## config.mk

```make
export PLATFORM = sky130hd
export DESIGN_NAME = h_bridge_drive_control
export DESIGN_NICKNAME = d
export VERILOG_FILES = /design/src/rtl/hbridge_pkg.sv /design/src/rtl/h_bridge_drive_control.sv
export SDC_FILE = /design/constraint.sdc
export NUM_CORES = 1
export LEC_CHECK = 0
export BUFFER_PORTS_ARGS = -buffer_cell sky130_fd_sc_hd__buf_4
export CORE_MARGIN = 5
export CORE_UTILIZATION = 40
export CTS_BUF_LIST = sky130_fd_sc_hd__clkbuf_4 sky130_fd_sc_hd__clkbuf_8 sky130_fd_sc_hd__clkbuf_16
export DETAILED_ROUTE_END_ITERATION = 8
export PLACE_DENSITY_LB_ADDON = 0.25
export SYNTH_ARGS = -nofsm -noshare
export SYNTH_HDL_FRONTEND = slang
export SYNTH_SLANG_ARGS = --single-unit
export TNS_END_PERCENT = 50
```

## constraint.sdc

```tcl
create_clock -name I_CLK_SYS -period 2.7 [get_ports I_CLK_SYS]
set_clock_uncertainty 0.05 [all_clocks]
set_input_delay 0.54 -clock I_CLK_SYS [delete_from_list [all_inputs] [get_ports I_CLK_SYS]]
set_output_delay 0.54 -clock I_CLK_SYS [all_outputs]
set_load 0.02 [all_outputs]
```

## src/rtl/hbridge_pkg.sv

```systemverilog
// Constants, register layout and types for the H-bridge drive control block
`default_nettype none

package hbridge_pkg;

    // Register byte addresses
    localparam logic [7:0] ADDR_CTRL   = 8'h00;  // power_stage_ctrl_reg
    localparam logic [7:0] ADDR_IRQ_ST = 8'h04;  // sticky event status
    localparam logic [7:0] ADDR_IRQ_MK = 8'h08;  // event mask

    // Control register bit positions
    localparam int B_EN   = 0;
    localparam int B_PWM  = 1;
    localparam int B_IN1  = 2;
    localparam int B_IN2  = 3;
    localparam int B_DIR  = 4;
    localparam int B_SC   = 5;
    localparam int B_OVT  = 6;
    localparam int B_PIE  = 7;

    localparam logic [7:0]  CTRL_RESET = 8'h00;
    localparam logic [7:0]  CTRL_WMASK = 8'h9F;  // flags are read only
    localparam logic [1:0]  EVT_RESET  = 2'h0;
    localparam int          EVT_SC     = 0;
    localparam int          EVT_OVT    = 1;

    localparam logic [1:0]  RESP_OKAY   = 2'h0;
    localparam logic [1:0]  RESP_SLVERR = 2'h2;

    // Driving modes
    typedef enum logic [2:0] {
        MODE_OFF    = 3'b000,
        MODE_DIRECT = 3'b001,
        MODE_UPBRK  = 3'b010,
        MODE_DNBRK  = 3'b011,
        MODE_SYMM   = 3'b100,
        MODE_DUAL   = 3'b101
    } drive_mode_t;

    // Gate drives of one half bridge
    typedef struct packed {
        logic high;
        logic low;
    } half_drive_t;

    // Both half bridges
    typedef struct packed {
        half_drive_t left_half;
        half_drive_t right_half;
    } gate_drive_t;

endpackage

`default_nettype wire

```

## src/rtl/h_bridge_drive_control.sv

```systemverilog
// H-bridge gate drive control with AXI4-Lite register access
//
// Local design decisions: register access over AXI4-Lite and the address map.
`timescale 1ns/1ps
`default_nettype none

module h_bridge_drive_control (
    input  wire logic                      I_CLK_SYS,        // System clock 100 MHz
    input  wire logic                      I_RESET_N,        // Sync reset, active low
    // AXI4-Lite slave
    input  wire logic [7:0]                I_AWADDR,         // Write address
    input  wire logic                      I_AWVALID,        // Write address valid
    output logic                           O_AWREADY,        // Write address ready
    input  wire logic [31:0]               I_WDATA,          // Write data
    input  wire logic [3:0]                I_WSTRB,          // Write strobes
    input  wire logic                      I_WVALID,         // Write data valid
    output logic                           O_WREADY,         // Write data ready
    output logic [1:0]                     O_BRESP,          // Write response
    output logic                           O_BVALID,         // Write response valid
    input  wire logic                      I_BREADY,         // Write response ready
    input  wire logic [7:0]                I_ARADDR,         // Read address
    input  wire logic                      I_ARVALID,        // Read address valid
    output logic                           O_ARREADY,        // Read address ready
    output logic [31:0]                    O_RDATA,          // Read data
    output logic [1:0]                     O_RRESP,          // Read response
    output logic                           O_RVALID,         // Read data valid
    input  wire logic                      I_RREADY,         // Read data ready
    // PWM sources and fault detectors
    input  wire logic                      I_PWM_SOURCE_A,   // First PWM line
    input  wire logic                      I_PWM_SOURCE_B,   // Second PWM line
    input  wire logic [3:0]                I_SC_DETECT,      // Per-switch overcurrent
    input  wire logic                      I_OVERTEMP,       // Thermal detector
    input  wire hbridge_pkg::gate_drive_t  I_GATE_SENSE,     // Sensed gate on states
    // Power stage
    output hbridge_pkg::gate_drive_t       O_GATE_DRIVE,     // Four gate drives
    output logic                           O_OUTPUT_EN,      // Low: outputs floating
    output logic                           O_FAULT_IRQ,      // Bridge fault request
    output logic                           O_IRQ             // Masked event interrupt
);
    import hbridge_pkg::*;

    ////////////////////////////////////////////////////////////////////////////
    // Register state
    logic [7:0]  ctrl_q, ctrl_d;
    logic [1:0]  evt_q, evt_d;
    logic [1:0]  mask_q, mask_d;
    logic        sc_q, ovt_q;
    logic        sc_s1_q, sc_s2_q, ot_s1_q, ot_s2_q;
    logic        pwm_a_q, pwm_b_q;
    logic        dir_a_q, dir_b_q;
    logic        pie_q;
    gate_drive_t want_q, drive_q;

    // Control field views
    wire en_bit  = ctrl_q[B_EN];
    wire pwm_en  = ctrl_q[B_PWM];
    wire in1_bit = ctrl_q[B_IN1];
    wire in2_bit = ctrl_q[B_IN2];
    wire dir_bit = ctrl_q[B_DIR];

    ////////////////////////////////////////////////////////////////////////////
    // AXI4-Lite write path: address and data taken in either order
    logic        aw_held_q, w_held_q, bvalid_q;
    logic [7:0]  awaddr_q;
    logic [31:0] wdata_q;
    logic [3:0]  wstrb_q;
    logic [1:0]  bresp_q;

    wire         aw_take  = I_AWVALID && !aw_held_q && !bvalid_q;
    wire         w_take   = I_WVALID && !w_held_q && !bvalid_q;
    wire         wr_do    = aw_held_q && w_held_q && !bvalid_q;
    wire         wr_ok    = (awaddr_q == ADDR_CTRL) || (awaddr_q == ADDR_IRQ_ST)
                            || (awaddr_q == ADDR_IRQ_MK);
    wire         wr_byte0 = wr_do && wstrb_q[0];
    wire         wr_ctrl  = wr_byte0 && (awaddr_q == ADDR_CTRL);
    wire         wr_st    = wr_byte0 && (awaddr_q == ADDR_IRQ_ST);
    wire         wr_mk    = wr_byte0 && (awaddr_q == ADDR_IRQ_MK);

    assign O_AWREADY = !aw_held_q && !bvalid_q;
    assign O_WREADY  = !w_held_q && !bvalid_q;
    assign O_BVALID  = bvalid_q;
    assign O_BRESP   = bresp_q;

    // Write channel holding and response
    always_ff @(posedge I_CLK_SYS) begin
        if (!I_RESET_N) begin
            aw_held_q <= 1'b0;
            w_held_q  <= 1'b0;
            bvalid_q  <= 1'b0;
            awaddr_q  <= 8'h00;
            wdata_q   <= 32'h0000_0000;
            wstrb_q   <= 4'h0;
            bresp_q   <= RESP_OKAY;
        end else begin
            if (aw_take) begin
                aw_held_q <= 1'b1;
                awaddr_q  <= I_AWADDR;
            end
            if (w_take) begin
                w_held_q <= 1'b1;
                wdata_q  <= I_WDATA;
                wstrb_q  <= I_WSTRB;
            end
            if (wr_do) begin
                aw_held_q <= 1'b0;
                w_held_q  <= 1'b0;
                bvalid_q  <= 1'b1;
                bresp_q   <= wr_ok ? RESP_OKAY : RESP_SLVERR;
            end else if (bvalid_q && I_BREADY) begin
                bvalid_q <= 1'b0;
            end
        end
    end

    ////////////////////////////////////////////////////////////////////////////
    // AXI4-Lite read path, one cycle to answer
    logic        rvalid_q;
    logic [31:0] rdata_q;
    logic [1:0]  rresp_q;

    wire         ar_take = I_ARVALID && !rvalid_q;
    wire         rd_ctrl = I_ARADDR == ADDR_CTRL;
    wire         rd_st   = I_ARADDR == ADDR_IRQ_ST;
    wire         rd_mk   = I_ARADDR == ADDR_IRQ_MK;
    wire [7:0]   ctrl_view = {ctrl_q[7], ovt_q, sc_q, ctrl_q[4:0]};
    wire [31:0]  rd_mux  = rd_ctrl ? {24'h000000, ctrl_view} :
                           rd_st   ? {30'h00000000, evt_q} :
                           rd_mk   ? {30'h00000000, mask_q} : 32'h0000_0000;

    assign O_ARREADY = !rvalid_q;
    assign O_RVALID  = rvalid_q;
    assign O_RDATA   = rdata_q;
    assign O_RRESP   = rresp_q;

    // Read data capture
    always_ff @(posedge I_CLK_SYS) begin
        if (!I_RESET_N) begin
            rvalid_q <= 1'b0;
            rdata_q  <= 32'h0000_0000;
            rresp_q  <= RESP_OKAY;
        end else if (ar_take) begin
            rvalid_q <= 1'b1;
            rdata_q  <= rd_mux;
            rresp_q  <= (rd_ctrl || rd_st || rd_mk) ? RESP_OKAY : RESP_SLVERR;
        end else if (rvalid_q && I_RREADY) begin
            rvalid_q <= 1'b0;
        end
    end

    ////////////////////////////////////////////////////////////////////////////
    // Fault detection, synchronised first
    wire sc_any    = |I_SC_DETECT;
    wire sc_set    = en_bit && sc_s2_q;
    wire ovt_set   = en_bit && ot_s2_q;
    wire fault     = sc_q || ovt_q;
    wire sc_rise   = sc_set && !sc_q;
    wire ovt_rise  = ovt_set && !ovt_q;

    // Two-flop synchronisers; detectors are asynchronous analogue signals
    always_ff @(posedge I_CLK_SYS) begin
        if (!I_RESET_N) begin
            sc_s1_q <= 1'b0;
            sc_s2_q <= 1'b0;
            ot_s1_q <= 1'b0;
            ot_s2_q <= 1'b0;
        end else begin
            sc_s1_q <= sc_any;
            sc_s2_q <= sc_s1_q;
            ot_s1_q <= I_OVERTEMP;
            ot_s2_q <= ot_s1_q;
        end
    end

    // Flags stick until enable goes low; enable low also blocks a set in that cycle
    always_ff @(posedge I_CLK_SYS) begin
        if (!I_RESET_N) begin
            sc_q  <= 1'b0;
            ovt_q <= 1'b0;
        end else begin
            sc_q  <= sc_set || (sc_q && en_bit);
            ovt_q <= ovt_set || (ovt_q && en_bit);
        end
    end

    ////////////////////////////////////////////////////////////////////////////
    // Control register and fault interrupt request
    assign ctrl_d = wr_ctrl ? ((wdata_q[7:0] & CTRL_WMASK) | (ctrl_q & ~CTRL_WMASK))
                            : ctrl_q;
    wire pie_on   = ctrl_q[B_PIE];
    wire pie_arm  = wr_ctrl && wdata_q[B_PIE] && !pie_on;

    always_ff @(posedge I_CLK_SYS) begin
        if (!I_RESET_N) begin
            ctrl_q <= CTRL_RESET;
            pie_q  <= 1'b0;
        end else begin
            ctrl_q <= ctrl_d;
            // Request drops when enable clears
            if (!en_bit)
                pie_q <= 1'b0;
            else if (pie_on && (sc_rise || ovt_rise))
                pie_q <= 1'b1;
            else if (pie_arm && fault)
                pie_q <= 1'b1;
        end
    end
    assign O_FAULT_IRQ = pie_q;

    ////////////////////////////////////////////////////////////////////////////
    // Event status and mask; write one clears, set beats clear
    assign evt_d  = ({ovt_rise, sc_rise}) | (evt_q & ~(wr_st ? wdata_q[1:0] : 2'h0));
    assign mask_d = wr_mk ? wdata_q[1:0] : mask_q;

    always_ff @(posedge I_CLK_SYS) begin
        if (!I_RESET_N) begin
            evt_q  <= EVT_RESET;
            mask_q <= EVT_RESET;
        end else begin
            evt_q  <= evt_d;
            mask_q <= mask_d;
        end
    end
    assign O_IRQ = |(evt_q & mask_q);

    ////////////////////////////////////////////////////////////////////////////
    // Direction latched on rising PWM edges only
    wire pwm_a_rise = I_PWM_SOURCE_A && !pwm_a_q;
    wire pwm_b_rise = I_PWM_SOURCE_B && !pwm_b_q;

    always_ff @(posedge I_CLK_SYS) begin
        if (!I_RESET_N) begin
            pwm_a_q <= 1'b0;
            pwm_b_q <= 1'b0;
            dir_a_q <= 1'b0;
            dir_b_q <= 1'b0;
        end else begin
            pwm_a_q <= I_PWM_SOURCE_A;
            pwm_b_q <= I_PWM_SOURCE_B;
            if (pwm_a_rise)
                dir_a_q <= dir_bit;
            if (pwm_b_rise)
                dir_b_q <= dir_bit;
        end
    end

    ////////////////////////////////////////////////////////////////////////////
    // Mode decode and drive table
    drive_mode_t mode;
    gate_drive_t want_d;
    wire         pa = I_PWM_SOURCE_A;
    wire         pb = I_PWM_SOURCE_B;

    assign mode = !en_bit                ? MODE_OFF    :
                  !pwm_en                ? MODE_DIRECT :
                  (!in1_bit && !in2_bit) ? MODE_UPBRK  :
                  (!in1_bit &&  in2_bit) ? MODE_DNBRK  :
                  ( in1_bit && !in2_bit) ? MODE_SYMM   : MODE_DUAL;

    // Half drive from a level: high on when level is 1, low otherwise
    function automatic half_drive_t half_of(input logic lvl);
        half_of.high = lvl;
        half_of.low  = !lvl;
    endfunction

    always_comb begin
        want_d = '0;
        case (mode)
            MODE_DIRECT: begin
                want_d.left_half  = half_of(in1_bit);
                want_d.right_half = half_of(in2_bit);
            end
            MODE_UPBRK: begin
                // Left held high when forward, right held high when back
                want_d.left_half  = half_of(!dir_a_q || !pa);
                want_d.right_half = half_of(dir_a_q || !pa);
            end
            MODE_DNBRK: begin
                // Brake with both lows on while PWM is low
                want_d.left_half  = half_of(!dir_a_q && pa);
                want_d.right_half = half_of(dir_a_q && pa);
            end
            MODE_SYMM: begin
                want_d.left_half  = half_of(pa ^ dir_a_q);
                want_d.right_half = half_of(!(pa ^ dir_a_q));
            end
            MODE_DUAL: begin
                want_d.left_half  = half_of(pa);
                want_d.right_half = half_of(pb);
            end
            default: want_d = '0;
        endcase
        if (fault || sc_set || ovt_set)
            want_d = '0;
    end

    ////////////////////////////////////////////////////////////////////////////
    // Cross-conduction guard: a switch turns on only when its partner senses off
    gate_drive_t drive_d;
    always_comb begin
        drive_d = want_q;
        // Turn-on waits on the sensed gate, so the delay is not fixed
        if (want_q.left_half.low && I_GATE_SENSE.left_half.high)
            drive_d.left_half.low = 1'b0;
        if (want_q.left_half.high && I_GATE_SENSE.left_half.low)
            drive_d.left_half.high = 1'b0;
        if (want_q.right_half.low && I_GATE_SENSE.right_half.high)
            drive_d.right_half.low = 1'b0;
        if (want_q.right_half.high && I_GATE_SENSE.right_half.low)
            drive_d.right_half.high = 1'b0;
        if (drive_q.left_half.high)
            drive_d.left_half.low = 1'b0;
        if (drive_q.left_half.low)
            drive_d.left_half.high = 1'b0;
        if (drive_q.right_half.high)
            drive_d.right_half.low = 1'b0;
        if (drive_q.right_half.low)
            drive_d.right_half.high = 1'b0;
    end

    // Registered drives; faults cut the want stage combinationally too
    always_ff @(posedge I_CLK_SYS) begin
        if (!I_RESET_N) begin
            want_q  <= '0;
            drive_q <= '0;
        end else begin
            want_q  <= want_d;
            drive_q <= (fault || sc_set || ovt_set || !en_bit) ? '0 : drive_d;
        end
    end

    assign O_GATE_DRIVE = drive_q;
    assign O_OUTPUT_EN  = en_bit;

endmodule

`default_nettype wire

```

==> results.md <==
* Crit path capture type: register
* R2R depth at 4
* Peak VDD IR at 0.2052 mV
* Clk pwr share at 29.1%
* Setup ws final at 0.9151 ns
* Cells after Synth at 261
* Reg2reg end: O_FAULT_IRQ$_SDFFE_PN0P_
* Global placer's final weighted congestion at 0.7451
* Die Footprint at 7606 µm²
* Largest family of logic cells by synthesized area: simple AND/OR/NAND/NOR gates
* Pleak at 0.001251 µW
* DRT iter0 DRCs at 99
* Cells along the critical path: nor4_4 > nand4_2 > or4b_1 > a21oi_1
* Setup-failing EPs final at 0
* Ys Warns at 0
* Slowest-stage cell, CP: or4b_1
* Die width at 87.22 µm
* Vias in the first global route at 1723
* FF+latch area at 1121 µm²
* Global-route wire length before repair at 7.783 mm
* Post-Synth XOR/XNOR Area at 0%
* Clk pin slew, worst setup/hold paths at 0.10 ns
* R2r setup slk at 0.92 ns
* Sequential fraction of the synthesis area at 47.01%
* CTS tree: built
* Synth Area in Compound Gates at 12.85%
* Area growth from synthesis to layout at 21.20%
* Crit share post-route at 66.11%
* CP Depth at 4
* Resize count post-CTS at 0
* Cell Pwr Density at 523.4 nW/µm²
* Synthesized cell area at 2385 µm²
* Largest net degree at the start of global routing at 50
* Post-layout min period at 1.785 ns
* Ant. Diodes at 0
* Critical Path Source Type: register
* NetSw at 391.9 µW
* Initial antenna violation count at 0
* Clk Tree Root Cell: clkbuf_8
* CTS Buffer Depth at 2
* P_int at 1121 µW
* CP endpoint: O_FAULT_IRQ$_SDFFE_PN0P_
* Via count at 1814
* Crit Path Class: register to register
* Layout Nets at 391
* GRT overflow at 0
* Crit path launch: awaddr_q[5]$_SDFFE_PN0P_
* Area of the multi-input gates at 1100 µm²
* Final hold vios at 0
* Gr busiest metal: met2
* Hold Path Class: input pin to register
* Synth area leader: dfxtp_1
* DP Cell Count at 387
* Final count of pins violating max slew at 0
* CP max FO at 13
* Clock Latency Late Sink at 0.30 ns
* Mean cell area of the mapped netlist at 9.137 µm²
* Setup Fix Bufs, Post-CTS at 0
* RSZ-0062 raised after global routing: no
* Number of fill cells in the layout at 593
* Met1 Usage GRT at 17.02%
* Vias per cell at 4.592
* #FFs+latches synth at 56
* FMAX at 560.3 MHz
* Worst reg2reg startpoint: awaddr_q[5]$_SDFFE_PN0P_
* Sw Ratio at 25.91%
* WL per Instance at 11.63 µm
* Gr usage total at 12.67%
* IO Count at 118
* Post-synth ARST share at 0%
* Seq pwr share at 57.8%
* Hold_buf cts at 0
* Main synth FF type: dfxtp_1
* Simple-gate share of the synthesized area at 23.08%
* Setup WS pre-CTS at 0.6797 ns
* Drt drc at 0
* Num CTS Buffers at 5
* Met3 usage at 3.974%
* Starting density of the core at 40.76%
* Share of cells above drive strength 1 at 23.44%
* Post-detail-place hpwl at 3.559 mm
* Clock sinks at 56
* Port Buffers at 62
* Site row count at 28
* Synth top area share at 47.01%
* Synth area leaders: dfxtp_1 (47%), buf_4 (8.2%), nand2_1 (6.1%), mux2i_1 (5.0%), nor2b_1 (3.7%)
* Critical path's top delay family: simple AND/OR/NAND/NOR gates
* Core area at 5851 µm²
* Post-route ant nets at 0
* Post-Synth Adder-Cell Area at 1.049%
* Max_cap viols at 0
* Worst path max stage delay at 0.58 ns
* Htree depth at 2
* Met2 Track Usage GR at 19.32%
* Die Ht at 87.22 µm
* Yosys cell types at 36
* Status: finished clean
* CP arrival at 1.98 ns
* Finished Layout Cells at 395
* WP data required at 2.89 ns
* First-pass DRT Iterations at 4
* Comb pwr share at 13.1%
* Final WL at 4.594 mm
* Critical path buffers and inverters at 0
* Multiplexer share of the synthesized area at 5.037%
* Post-synth EDFFs at 0
* Post-route setup TNS at 0 ns
[power by group through the flow]
| stage | Sequential, µW | Combinational [µW] | Clock, µW |
|---|---|---|---|
| after floorplan | 893 | 149 | 0 |
| after global placement | 893 | 196 | 0 |
| after detailed placement | 894 | 199 | 0 |
| after CTS | 875 | 200 | 464 |
| after global routing | 879 | 222 | 496 |
| final | 874 | 198 | 441 |
[sequential cells by signal, summed over array words and instances, names as in the netlist, 2 cells and up]
| name | flops |
|---|---|
| awaddr_q | 8 |
| O_GATE_DRIVE | 4 |
| mask_q | 2 |
| wdata_q | 6 |
| O_RDATA | 8 |
| ctrl_q | 6 |
| evt_q | 2 |
| want_q | 4 |
[final cells by class]
cell class | instances | area share (%)
well taps | 75 | 3.247
flip-flops and latches | 56 | 38.79
clock inverters | 3 | 0.6494
multi-input cells | 188 | 38.05
repair buffers | 62 | 16.10
clock buffers | 5 | 2.381
inverters | 6 | 0.7792
[per-stage QoR]
step                      hold slack [ns]  util (%)  area [µm²]  total power [µW]
after floorplan                    0.3619         -        2479              1042
after global placement             0.3561     47.90        2803              1089
after detailed placement           0.3654     47.90        2803              1093
after CTS                          0.3192     49.40        2890              1539
after global routing               0.3158     49.40        2890              1597
final                              0.3337     49.40        2890              1513
[placed cells by master (no fill, tap or decap), types with 4 or more instances in the layout]
master and instances:
a21boi_0 9, a21oi_1 7, a22o_1 7, a31oi_1 5, and2_1 6, buf_4 62
clkbuf_8 5, conb_1 26, dfxtp_1 56, inv_1 6, mux2i_1 12, nand2_1 39
nand3_1 7, nor2_1 17, nor2b_1 14, nor4b_1 4, o21ai_0 10
[synth_stat cells, types with 3 or more instances]
library cell / instances
mux2i_1: 12
a21oi_1: 7
nor2_1: 17
nand3_1: 7
a21boi_0: 9
o22ai_1: 3
nand2_1: 39
and2_1: 6
o21ai_0: 10
buf_4: 26
clkbuf_1: 8
dfxtp_1: 56
nor4b_1: 4
nand3b_1: 3
nor2b_1: 14
a22o_1: 7
inv_1: 6
a31oi_1: 5
[metal layers]
| layer | routed length (µm) | vias up |
|---|---|---|
| met4 | 69 | 0 |
| met2 | 1943 | 58 |
| met5 | 0 | - |
| met1 | 2138 | 798 |
| li1 | - | 954 |
| met3 | 443 | 4 |
[worst min-delay path by stage]
stage                     depth (start not counted)                  startpoint                         end
after floorplan                                   1          ot_s1_q$_SDFF_PN0_          ot_s2_q$_SDFF_PN0_
after global placement                            1  O_GATE_DRIVE[0]$_SDFF_PP0_  O_GATE_DRIVE[1]$_SDFF_PP0_
after detailed placement                          1  O_GATE_DRIVE[3]$_SDFF_PP0_  O_GATE_DRIVE[2]$_SDFF_PP0_
after CTS                                         2             I_GATE_SENSE[1]  O_GATE_DRIVE[0]$_SDFF_PP0_
after global routing                              2             I_GATE_SENSE[3]  O_GATE_DRIVE[2]$_SDFF_PP0_
final                                             2             I_GATE_SENSE[2]  O_GATE_DRIVE[3]$_SDFF_PP0_
[cells by family (layout without fill, tap and decap cells)]
group           Yosys count  after routing
compound gates           45             45
fa+ha+maj                 2              2
buf+inv                  42             76
flops                    56             56
mux                      12             12
other cells               1             26
simple gates            103            103
No activity file was read; power rests on OpenSTA's default activity.
